File: src/common/sst_defs.svh
`ifndef SST_DEFS_SVH
`define SST_DEFS_SVH
// Function
// - Global shutter starts every sensor line at one common instant per frame.
// - Global shutter: exposure-active high from exposure start to exposure end.
// - Rolling shutter: first line starts at trigger, each next one offset later.
// - Rolling shutter: every line exposes for the same duration.
// - Row start offset equals the per-line time of 29.479166 us.
// - Flash window opens row offset times (line count minus one) after trigger.
// - Line count is the programmed region height plus eight.
// - Flash window lasts exposure minus row offset times (line count minus one).
// - No strobe in a flash-window frame whose exposure does not exceed that product.
// - In flash-window mode the strobe never leaves the flash window; delay and duration only narrow it.
// - Flash-window mode drives the window pulse on the output port in each frame that has a window.
// - Exposure-active mode drives exposure-active on the output port in rolling shutter only; global ignores the mode bit.
// - Rolling exposure-active spans first row start to last row end.
// - Rolling exposure-active ignores strobe delay and duration.
// - Strobe waits the programmed delay in microseconds after capture start.
// - Strobe stays high for the programmed duration in microseconds; global shutter cuts it off at exposure end.
// - All strobe output ports share one delay and one duration.
`define SST_CLK_PERIOD_PS 4000
`define SST_PS_PER_US 1000000
`define SST_CYC_PER_US (`SST_PS_PER_US / `SST_CLK_PERIOD_PS)
`define SST_ROW_OFFSET_PS 29479166
`define SST_ROW_OFFSET_CYC (`SST_ROW_OFFSET_PS / `SST_CLK_PERIOD_PS)
`define SST_ROI_PAD 8
`define SST_TW 32
`define SST_US_W 20
`define SST_ROI_W 12
`define SST_LINE_W 13
`define SST_CNT_W 16
`define SST_N_OUT 2
`define SST_AW 8
`define SST_REG_CTRL 8'h00
`define SST_REG_ROI 8'h04
`define SST_REG_EXPOSURE 8'h08
`define SST_REG_DELAY 8'h0c
`define SST_REG_DURATION 8'h10
`define SST_REG_STATUS 8'h14
`define SST_REG_FLASHOPEN 8'h18
`define SST_REG_MISSED 8'h1c
`define SST_REG_ELAPSED 8'h20
`define SST_CTRL_EN 0
`define SST_CTRL_ROLL 1
`define SST_CTRL_FLASH 2
`define SST_CTRL_SWTRIG 3
`define SST_CTRL_PORT_LSB 8
`define SST_ST_BUSY 0
`define SST_ST_EXPACT 1
`define SST_ST_STROBE 2
`define SST_ST_NOWIN 3
`define SST_ST_FRAMES_LSB 16
`define SST_ROI_RST 12'h100
`define SST_EXP_RST 20'h003e8
`define SST_DLY_RST 20'h00000
`define SST_DUR_RST 20'h00064
`define SST_PORT_RST 2'h1
`endif

File: src/common/sst_pkg.sv
`include "sst_defs.svh"
package sst_pkg;
    typedef enum logic {SST_IDLE, SST_RUN} sst_phase_t;

    typedef struct packed {
        sst_phase_t phase;
        logic rolling;
        logic flash;
        logic noWin;
        logic strobe;
        logic expAct;
        logic lineStart;
        logic lineEnd;
        logic [`SST_TW-1:0] elapsed;
        logic [`SST_TW-1:0] expC;
        logic [`SST_TW-1:0] expEnd;
        logic [`SST_TW-1:0] fwOpen;
        logic [`SST_TW-1:0] sStart;
        logic [`SST_TW-1:0] sEnd;
        logic [`SST_TW-1:0] startTgt;
        logic [`SST_TW-1:0] endTgt;
        logic [`SST_LINE_W-1:0] lines;
        logic [`SST_LINE_W-1:0] startRow;
        logic [`SST_LINE_W-1:0] endRow;
        logic [`SST_CNT_W-1:0] frameCnt;
    } sst_tim_t;

    typedef struct packed {
        logic en;
        logic rolling;
        logic flash;
        logic swTrig;
        logic [`SST_N_OUT-1:0] portSel;
        logic [`SST_ROI_W-1:0] roi;
        logic [`SST_US_W-1:0] expUs;
        logic [`SST_US_W-1:0] dlyUs;
        logic [`SST_US_W-1:0] durUs;
        logic noWinSticky;
        logic [`SST_CNT_W-1:0] missed;
        logic dpValid;
        logic dpWrite;
        logic [`SST_AW-1:0] dpAddr;
        logic [31:0] rdata;
        logic sy1;
        logic sy2;
        logic sy3;
        logic trigLvl;
        logic trigPulse;
        logic [`SST_N_OUT-1:0] strobeOut;
    } sst_regs_t;
endpackage

File: src/sst_timing.sv
`timescale 1ns/1ps
`include "sst_defs.svh"
module sst_timing #(
    parameter logic [`SST_TW-1:0] ROW_OFFSET_CYC = `SST_ROW_OFFSET_CYC
) (
    input wire logic clk,
    input wire logic rst_n,
    input wire logic trig,
    input wire logic enable,
    input wire logic rolling,
    input wire logic flashMode,
    input wire logic [`SST_ROI_W-1:0] roiHeight,
    input wire logic [`SST_US_W-1:0] expUs,
    input wire logic [`SST_US_W-1:0] dlyUs,
    input wire logic [`SST_US_W-1:0] durUs,
    output logic strobe,
    output logic expAct,
    output logic lineStart,
    output logic lineEnd,
    output logic busy,
    output logic noWin,
    output logic [`SST_TW-1:0] fwOpen,
    output logic [`SST_TW-1:0] elapsed,
    output logic [`SST_CNT_W-1:0] frameCnt
);
    sst_pkg::sst_tim_t s;
    sst_pkg::sst_tim_t n;

    function automatic logic [`SST_TW-1:0] usToCyc(input logic [`SST_US_W-1:0] us);
        usToCyc = `SST_TW'(us) * `SST_TW'(`SST_CYC_PER_US);
    endfunction

    function automatic logic [`SST_TW-1:0] minC(input logic [`SST_TW-1:0] a, b);
        minC = (a < b) ? a : b;
    endfunction

    function automatic logic [`SST_TW-1:0] maxC(input logic [`SST_TW-1:0] a, b);
        maxC = (a > b) ? a : b;
    endfunction

    always_comb begin
        logic [`SST_TW-1:0] t;
        logic [`SST_TW-1:0] dlyC;
        logic [`SST_TW-1:0] durEnd;
        n = s;
        t = s.elapsed + `SST_TW'(1);
        dlyC = usToCyc(dlyUs);
        durEnd = dlyC + usToCyc(durUs);
        n.lineStart = 1'b0;
        n.lineEnd = 1'b0;
        case (s.phase)
            sst_pkg::SST_IDLE: begin
                if (trig && enable) begin
                    n.phase = sst_pkg::SST_RUN;
                    n.rolling = rolling;
                    n.flash = flashMode;
                    n.elapsed = '0;
                    n.lines = `SST_LINE_W'(roiHeight) + `SST_LINE_W'(`SST_ROI_PAD);
                    n.expC = usToCyc(expUs);
                    n.fwOpen = rolling ? `SST_TW'(ROW_OFFSET_CYC * (`SST_TW'(n.lines) - 1)) : '0;
                    n.expEnd = n.expC + n.fwOpen;
                    n.noWin = 1'b0;
                    if (rolling && flashMode) begin
                        n.noWin = (n.expC <= n.fwOpen);
                        n.sStart = maxC(n.fwOpen, dlyC);
                        n.sEnd = minC(n.expC, durEnd);
                    end else if (rolling) begin
                        n.sStart = '0;
                        n.sEnd = n.expEnd;
                    end else begin
                        n.sStart = dlyC;
                        n.sEnd = minC(durEnd, n.expEnd);
                    end
                    n.expAct = (n.expEnd != '0);
                    n.strobe = !n.noWin && (n.sStart == '0) && (n.sEnd != '0);
                    n.lineStart = 1'b1;
                    n.startRow = rolling ? `SST_LINE_W'(1) : n.lines;
                    n.startTgt = ROW_OFFSET_CYC;
                    n.endRow = '0;
                    n.endTgt = n.expC;
                    n.frameCnt = s.frameCnt + `SST_CNT_W'(1);
                end
            end
            sst_pkg::SST_RUN: begin
                n.elapsed = t;
                if (s.startRow < s.lines && t == s.startTgt) begin
                    n.lineStart = 1'b1;
                    n.startRow = s.startRow + `SST_LINE_W'(1);
                    n.startTgt = s.startTgt + ROW_OFFSET_CYC;
                end
                if (s.endRow < s.lines && t == s.endTgt) begin
                    n.lineEnd = 1'b1;
                    n.endRow = s.rolling ? s.endRow + `SST_LINE_W'(1) : s.lines;
                    n.endTgt = s.endTgt + ROW_OFFSET_CYC;
                end
                n.expAct = (t < s.expEnd);
                n.strobe = !s.noWin && t >= s.sStart && t < s.sEnd;
                if (t >= s.expEnd) begin
                    n.phase = sst_pkg::SST_IDLE;
                end
            end
            default: n.phase = sst_pkg::SST_IDLE;
        endcase
    end

    always_ff @(posedge clk or negedge rst_n) begin
        if (!rst_n) begin
            s <= '0;
        end else begin
            s <= n;
        end
    end

    assign strobe = s.strobe;
    assign expAct = s.expAct;
    assign lineStart = s.lineStart;
    assign lineEnd = s.lineEnd;
    assign busy = (s.phase == sst_pkg::SST_RUN);
    assign noWin = s.noWin;
    assign fwOpen = s.fwOpen;
    assign elapsed = s.elapsed;
    assign frameCnt = s.frameCnt;
endmodule

File: src/sst_top.sv
// Implementation choices: the placing of the registers and the AHB-Lite slave port.
`timescale 1ns/1ps
`include "sst_defs.svh"
module sst_top #(
    // Per-line time in clock cycles; far above 4096, so benches may shorten it.
    parameter logic [`SST_TW-1:0] ROW_OFFSET_CYC = `SST_ROW_OFFSET_CYC
) (
    input wire logic clk,
    input wire logic arst_n,
    input wire logic hsel,
    input wire logic [31:0] haddr,
    input wire logic [1:0] htrans,
    input wire logic hwrite,
    input wire logic [2:0] hsize,
    input wire logic [31:0] hwdata,
    input wire logic hready,
    output logic hreadyout,
    output logic hresp,
    output logic [31:0] hrdata,
    input wire logic frameTrigPin,
    output logic [`SST_N_OUT-1:0] strobePort,
    output logic exposureActive,
    output logic lineStartPulse,
    output logic lineEndPulse
);
    logic rstQ1;
    logic rstQ2;
    logic rstN;
    sst_pkg::sst_regs_t s;
    sst_pkg::sst_regs_t n;
    logic timStrobe;
    logic timExpAct;
    logic timBusy;
    logic timNoWin;
    logic [`SST_TW-1:0] timFwOpen;
    logic [`SST_TW-1:0] timElapsed;
    logic [`SST_CNT_W-1:0] timFrames;
    logic [31:0] statusWord;
    logic frameTrig;

    // The reset is released synchronously so no flop leaves reset on a split edge.
    always_ff @(posedge clk or negedge arst_n) begin
        if (!arst_n) begin
            rstQ1 <= 1'b0;
            rstQ2 <= 1'b0;
        end else begin
            rstQ1 <= 1'b1;
            rstQ2 <= rstQ1;
        end
    end

    assign rstN = rstQ2;

    // Hardware trigger and software trigger reach the timer through one path.
    assign frameTrig = s.trigPulse || s.swTrig;

    sst_timing #(
        .ROW_OFFSET_CYC(ROW_OFFSET_CYC)
    ) u_timing (
        .clk(clk),
        .rst_n(rstN),
        .trig(frameTrig),
        .enable(s.en),
        .rolling(s.rolling),
        .flashMode(s.flash),
        .roiHeight(s.roi),
        .expUs(s.expUs),
        .dlyUs(s.dlyUs),
        .durUs(s.durUs),
        .strobe(timStrobe),
        .expAct(timExpAct),
        .lineStart(lineStartPulse),
        .lineEnd(lineEndPulse),
        .busy(timBusy),
        .noWin(timNoWin),
        .fwOpen(timFwOpen),
        .elapsed(timElapsed),
        .frameCnt(timFrames)
    );

    always_comb begin
        statusWord = '0;
        statusWord[`SST_ST_BUSY] = timBusy;
        statusWord[`SST_ST_EXPACT] = timExpAct;
        statusWord[`SST_ST_STROBE] = timStrobe;
        statusWord[`SST_ST_NOWIN] = s.noWinSticky;
        statusWord[`SST_ST_FRAMES_LSB +: `SST_CNT_W] = timFrames;
    end

    function automatic logic [31:0] readReg(
        input logic [`SST_AW-1:0] a,
        input sst_pkg::sst_regs_t r,
        input logic [31:0] st,
        input logic [`SST_TW-1:0] fw,
        input logic [`SST_TW-1:0] el
    );
        logic [31:0] d;
        d = '0;
        if (a == `SST_REG_CTRL) begin
            d[`SST_CTRL_EN] = r.en;
            d[`SST_CTRL_ROLL] = r.rolling;
            d[`SST_CTRL_FLASH] = r.flash;
            d[`SST_CTRL_PORT_LSB +: `SST_N_OUT] = r.portSel;
        end else if (a == `SST_REG_ROI) begin
            d[`SST_ROI_W-1:0] = r.roi;
        end else if (a == `SST_REG_EXPOSURE) begin
            d[`SST_US_W-1:0] = r.expUs;
        end else if (a == `SST_REG_DELAY) begin
            d[`SST_US_W-1:0] = r.dlyUs;
        end else if (a == `SST_REG_DURATION) begin
            d[`SST_US_W-1:0] = r.durUs;
        end else if (a == `SST_REG_STATUS) begin
            d = st;
        end else if (a == `SST_REG_FLASHOPEN) begin
            d = fw;
        end else if (a == `SST_REG_MISSED) begin
            d[`SST_CNT_W-1:0] = r.missed;
        end else if (a == `SST_REG_ELAPSED) begin
            d = el;
        end
        readReg = d;
    endfunction

    always_comb begin
        logic take;
        n = s;
        take = hsel && htrans[1] && hready;

        // Pin trigger: three flops, and a low-to-high change counts once flops two and three agree.
        n.sy1 = frameTrigPin;
        n.sy2 = s.sy1;
        n.sy3 = s.sy2;
        if (s.sy2 == s.sy3) begin
            n.trigLvl = s.sy3;
        end
        n.trigPulse = (s.sy2 == s.sy3) && s.sy3 && !s.trigLvl;
        n.swTrig = 1'b0;

        // Data phase of a write; the address was captured one cycle earlier.
        if (s.dpValid && s.dpWrite) begin
            if (s.dpAddr == `SST_REG_CTRL) begin
                n.en = hwdata[`SST_CTRL_EN];
                n.rolling = hwdata[`SST_CTRL_ROLL];
                n.flash = hwdata[`SST_CTRL_FLASH];
                n.swTrig = hwdata[`SST_CTRL_SWTRIG];
                n.portSel = hwdata[`SST_CTRL_PORT_LSB +: `SST_N_OUT];
            end else if (s.dpAddr == `SST_REG_ROI) begin
                n.roi = hwdata[`SST_ROI_W-1:0];
            end else if (s.dpAddr == `SST_REG_EXPOSURE) begin
                n.expUs = hwdata[`SST_US_W-1:0];
            end else if (s.dpAddr == `SST_REG_DELAY) begin
                n.dlyUs = hwdata[`SST_US_W-1:0];
            end else if (s.dpAddr == `SST_REG_DURATION) begin
                n.durUs = hwdata[`SST_US_W-1:0];
            end else if (s.dpAddr == `SST_REG_STATUS) begin
                if (hwdata[`SST_ST_NOWIN]) begin
                    n.noWinSticky = 1'b0;
                end
            end else if (s.dpAddr == `SST_REG_MISSED) begin
                n.missed = '0;
            end
        end

        // Hardware sets come after the software clears, so a set in the same cycle wins.
        if (timBusy && timNoWin) begin
            n.noWinSticky = 1'b1;
        end
        if (frameTrig && timBusy && s.missed != '1) begin
            n.missed = n.missed + `SST_CNT_W'(1);
        end

        // One window drives every selected port, so all ports share delay and duration.
        n.strobeOut = s.portSel & {`SST_N_OUT{timStrobe}};

        n.dpValid = take;
        if (take) begin
            n.dpWrite = hwrite;
            n.dpAddr = haddr[`SST_AW-1:0];
        end
        // Reads see the value after any write in the same cycle, except a same-cycle clear of the status sticky bit.
        if (take && !hwrite) begin
            n.rdata = readReg(haddr[`SST_AW-1:0], n, statusWord, timFwOpen, timElapsed);
        end
    end

    always_ff @(posedge clk or negedge rstN) begin
        if (!rstN) begin
            s <= '0;
            s.roi <= `SST_ROI_RST;
            s.expUs <= `SST_EXP_RST;
            s.dlyUs <= `SST_DLY_RST;
            s.durUs <= `SST_DUR_RST;
            s.portSel <= `SST_PORT_RST;
        end else begin
            s <= n;
        end
    end

    // The slave never inserts wait states and never signals an error.
    assign hreadyout = 1'b1;
    assign hresp = 1'b0;
    assign hrdata = s.rdata;
    assign strobePort = s.strobeOut;
    assign exposureActive = timExpAct;
endmodule

File: config.mk
export PLATFORM = sky130hd
export DESIGN_NAME = sst_top
export DESIGN_NICKNAME = d
export VERILOG_FILES = /design/src/common/sst_pkg.sv /design/src/sst_timing.sv /design/src/sst_top.sv
export VERILOG_INCLUDE_DIRS = /design/src /design/src/common
export SDC_FILE = /design/constraint.sdc
export NUM_CORES = 2
export LEC_CHECK = 0
export ABC_AREA = 0
export CAP_MARGIN = 30
export CORE_MARGIN = 1.5
export CORE_UTILIZATION = 35
export DETAILED_ROUTE_END_ITERATION = 6
export DONT_BUFFER_PORTS = 1
export HOLD_SLACK_MARGIN = 0.05
export PLACE_DENSITY = 0.57
export SYNTH_ARGS = -nofsm -noshare
export SYNTH_HDL_FRONTEND = slang
export SYNTH_SLANG_ARGS = --single-unit
File: constraint.sdc
create_clock -name clk -period 29.3 [get_ports clk]
set_clock_uncertainty 0.2 [all_clocks]
set_input_delay 5.86 -clock clk [delete_from_list [all_inputs] [get_ports clk]]
set_output_delay 5.86 -clock clk [all_outputs]
set_load 0.005 [all_outputs]
# Yosys cells after proc, flatten, opt, wreduce, memory -nomap -nowiden
# Index checks and enable logic that the tools add are counted.
# op_classes
add_sub_neg	11
muxes	71
n_reduce_logical	34
bitwise_logic	2
order_cmp	10
eq_ne	26
mul	4
# op_table
operator	n
32-bit two-way mux	18
311-bit two-way mux	1
64-bit two-way mux	3
20-bit two-way mux	7
64-bit one-hot mux with 2 select lines	1
32-bit less-than comparator	3
95-bit two-way mux	1
89-bit two-way mux	1
20-bit by 7-bit multiplier with 27-bit output, second input constant	3
16-bit two-way mux	5
77-bit two-way mux	1
32-bit by 13-bit adder with 32-bit output, second input constant	2
32-bit == test	2
32-bit >= comparator	2
32-bit one-hot mux with 2 select lines	1
32-bit nonzero test	2
12-bit two-way mux	5
60-bit two-way mux	1
57-bit two-way mux	1
8-bit by 5-bit == test with 1-bit output, second input constant	7
13-bit two-way mux	4
26-bit one-hot mux with 2 select lines	1
37-bit two-way mux	1
16-bit by 1-bit adder with 16-bit output, second input constant	2
other kinds (38)	83
# totals
ff_bits	460
input_bits	75

# Longest topological paths before layout
# depth
depth_word	19
mapped_depth	48
mapped_depth_nobuf	47

# Cells and area by module
# Synthesis repeated with hierarchy kept, for this count alone.
# hier_totals
cells_unflattened	4709
hier_area_um2	43157.6
# by_module_without_submodules
module	cells_each	instances	area_each_um2
sst_timing	3993	1	35650.4
sst_top	716	1	7507.2

# Worst setup path after synthesis
# No wires, ideal clock.
# synth_timing
path_type	reg2reg
from	reg s[129] in the netlist's numbering
to	reg u_timing.s, in the netlist u_timing.strobe
arrival_time_ns	10.255
required_ns	28.963
synth_period_minus_slack_ns	10.592
n_path_buf	3
path_stages_with_launch	45
slack_ns	18.708
path_cell_list	dfrtp_1 ha_1 buf_2 nand3_1 xor2_1 nand4_1 or3_1 clkbuf_1 o32ai_1 ha_1 ha_1 inv_1 fa_1 fa_1 inv_1 ha_1 and2_1 a221o_1 (+9 left out) o31ai_1 a31oi_1 xor2_1 inv_1 ha_1 nand2_1 o21ai_0 nand2b_1 a21oi_1 a211o_1 a21oi_1 clkbuf_1 nand2_1 o221ai_1 nand2_1 or4_1 nor4_1 a32oi_1
# synth_via
elab_chain_cells	15
elab_cells_between_ends	24
cone_classes	add/sub (3); mul (1); order compare (3); mux (12); reduce/logical (5)
# synth_rtl
element	line	rtl
start, declared	sst_top.sv:29	sst_pkg::sst_regs_t s;
start signal, assigned	sst_top.sv:195	s <= n;
12-bit by 4-bit adder with 13-bit output (no line) *	--	
13-bit by 1-bit subtractor with 14-bit output (no line) *	--	
13-bit by 32-bit multiplier with 32-bit output *	sst_timing.sv:60	n.fwOpen = rolling ? `SST_TW'(ROW_OFFSET_CYC * (`SST_TW'(n.lines) - 1)) : '0;
32-bit two-way mux *	sst_timing.sv:60	
28-bit by 32-bit adder with 32-bit output	sst_timing.sv:61	n.expEnd = n.expC + n.fwOpen;
32-bit less-than comparator	sst_timing.sv:34	minC = (a < b) ? a : b;
32-bit two-way mux	sst_timing.sv:34	
60-bit two-way mux	sst_timing.sv:67	end else if (rolling) begin
64-bit two-way mux	sst_timing.sv:63	if (rolling && flashMode) begin
64-bit two-way mux	sst_timing.sv:53	if (trig && enable) begin
64-bit two-way mux	sst_timing.sv:51	case (s.phase)
32-bit nonzero test	sst_timing.sv:75	n.strobe = !n.noWin && (n.sStart == '0) && (n.sEnd != '0);
1-bit logical AND *	sst_timing.sv:75	
7-bit two-way mux *	sst_timing.sv:53	
3-bit one-hot mux with 2 select lines *	sst_timing.sv:51	
end signal, assigned	sst_timing.sv:110	s <= n;
end, declared	sst_timing.sv:26	sst_pkg::sst_tim_t s;
# Mark *: on every way between the ends. The rest lies on a longest branch, timed or not. The select of a mux whose other input is x is not followed.
# A chain may end at the register's enable or synchronous reset.

# Worst setup path in the final report
# layout_timing
from	reg s[130] in the netlist's numbering
to	reg u_timing.s, in the netlist u_timing.strobe
# The elaborated chain is that of the path after synthesis.

==> impl_results.md <==
* Worst-Margin Slew at 1.07 ns
* Filler instances at 12300
* Reg2reg setup slack at 15.91 ns
* Clock Root Buffer: clkbuf_16
* Critical path destination: u_timing.strobe
* Share of cells above drive strength 1 at 7.39%
* CP Launch Type: register
* Detailed placement HPWL at 116000 microns
* Post-CTS Setup Inserts at 0
* Fin crit share at 45.7%
* Vias in the first global route at 33900
* Max Transition Viols Final at 0
* Final Worst Setup Slack at 15.91 ns
* Area Overhead vs Synth at 8.68%
* Cell with the most instances after synthesis: ha_1
* Register area share after synthesis at 25.1%
* Max Cap Viol at 0
* Post-CTS Hold Buffers at 0
* Vias at 35100
* RSZ-0062 raised after global routing: false
* Core footprint at 0.122 sq mm
* Worst Path Max Fanout at 15
* First-pass GRT wire length at 219000 microns
* Synth Instances at 4667
* Hold depth at 0
* Most frequent cell on the critical path: ha_1
* Met2 Resource Use GR at 35.6%
* # H-tree levels at 2
* Netlist cell types at 99
* Most Crowded Layer GR: met2
* Worst R2R End: u_timing.strobe
* Gr usage total at 23.0%
* Worst Path Required at 29.56 ns
* Placement Rows at 128
* Nets@finish at 5515
* Final setup vio count at 0
* RR Startpoint: s[130]
* Fmax at 0.0747 GHz
* Cell taking the most area after synthesis: dfrtp_1
* Post-Syn Area at 0.0430 sq mm
* Area of the die at 0.125 sq mm
* Num CTS Buffers at 49
* GR Layer Usage met3 at 3.79%
* Multi-input gate area at 0.0298 sq mm
* Top cell type's share of synthesized area at 24.4%
* CTS tree: yes
* Clock transition at path regs at 0.06 ns
* Min cycle time layout at 13.39 ns
* Seq. cell area at 0.0108 sq mm
* Clk Latency, worst-skew pair at 0.63 ns
* Relative slew slack at 28.7%
* Per-cell routed wire length at 23.2 microns
* Syn_area_per_cell at 9.21 sq um
* Die width at 354 microns
* Crit end category: register
* Final hold vios at 0
* Initial DRT Pass Iterations at 7
* IO Count at 114
* Largest net degree at the start of global routing at 187
* GPL Wtd Cong at 0.973
* Setup TNS at 0 ns
* Top cells by area, synth: dfrtp_1, ha_1, fa_1, xnor2_1, o21ai_0
* CTS max path bufs at 3
* Total Wirelength at 146000 microns
* Resize count post-CTS at 0
* Post-synth top flop: dfrtp_1
* Congestion Overflow GR at 0
* Async set-or-reset flop fraction in the synthesized netlist at 100%
* Most frequent cells after synthesis: ha_1, nand2_1, inv_1
* Data arrival, critical path at 13.65 ns
* EDFF count, synth at 0
* Slowest-stage cell, CP: xor2_1
* Worst Setup SP: s[130]
* Finished Layout Cells at 6297
* Post-synthesis register bit count at 431
* WHS at 0.155 ns
* Yosys warning total at 0
* Reg2reg path depth at 43
* DRC viols at 0
* Port Buf Inserts at 0
* Vias per Instance at 5.58
* CP peak stage delay at 0.71 ns
* Initial DRC Count at 2975
* CTS Sinks at 431
* Met1 usage at 32.5%
* Critical path class: reg -> reg
* DP Worst Slack at 16.19 ns
* Hold Crit Class: reg -> reg
* Initial core utilization at 35.3%
* Die height at 354 microns
* Antenna violations before repair at 7
* Post-route ant nets at 0
* Status: finished clean
* Dpl cells at 6206
## state kept, by name, indices dropped and copies added, names as in the netlist, 2 cells and up
signal,cells
hrdata,32
u_timing.fwOpen,32
u_timing.elapsed,32
s,108
n,2
strobePort,2
u_timing.frameCnt,16
u_timing.s,199
## final cells by class
class | count | share of cell area [%]
clock buffers | 71 | 2.99
multi-input cells | 3621 | 63.7
flip-flops and latches | 431 | 23.1
diodes | 1 | 0.00536
repair buffers | 110 | 1.93
inverters | 422 | 3.39
well taps | 1625 | 4.35
clock inverters | 16 | 0.498
## layout by cell type, fill, tap and decap left out, types with 38 or more instances in the layout
cell type    n
nand2b_1    45
dfrtp_1    418
ha_1       552
nor2_1     227
a22o_1      38
nand2_1    433
xnor2_1    204
a21oi_1    190
nor2b_1     41
nand3_1    128
xor2_1     120
and2_1      44
buf_4      103
clkbuf_16   49
a21o_1      93
o21ai_0    348
nor3_1      53
a31oi_1     42
inv_1      422
mux2i_1     58
fa_1       253
and3_1      57
nand4_1     81
mux2_2      97
## worst min-delay path by stage
stage                end  from  slack, ns
floorplan           n[4]  n[5]       0.13
global placement    n[4]  n[5]       0.13
detailed placement  n[4]  n[5]       0.15
CTS                 n[4]  n[5]       0.16
global route        n[4]  n[5]       0.17
finish              n[4]  n[5]       0.16
## worst max-delay path, delay by kind of cell, from the launching register on
family / cells / cell delay, ns
AOI/OAI and AO/OA: 15 / 4.19
xor gates and xnor gates: 4 / 1.52
adders and majority gates: 8 / 3.25
buffers and inverters: 4 / 0.45
DFF: 1 / 0.58
and+or+nand+nor: 12 / 3.02
## routing by layer
| layer | vias up | part of all wire, % | wire, microns |
|---|---|---|---|
| met2 | 976 | 44 | 64500 |
| li1 | 16400 | - | - |
| met4 | 4 | 3.5 | 5120 |
| met3 | 185 | 6.4 | 9420 |
| met5 | - | 0.027 | 40 |
| met1 | 17500 | 46 | 67000 |
## cells by family (layout without fill, tap and decap cells)
group,count (synthesis),count (layout),share of synthesized area (%)
and+or+nand+nor,1238,1238,14.1
AOI/OAI and AO/OA,1093,1093,16.6
adders and majority gates,807,807,27.9
buffers and inverters,616,619,5.78
DFF,431,431,25.1
xor gates and xnor gates,325,325,6.64
muxes,155,155,3.89
other,2,4,0.0175
## per-stage QoR
stage,cell area [sq um],utilization [%]
after floorplan,43000,-
after global routing,46700,38.3
after detailed placement,45100,37.0
final,46700,38.3
after global placement,45000,36.9
after CTS,46700,38.3
Power is not shown: default switching activity piles up to over one toggle a cycle in this logic, so the estimate is an artifact.
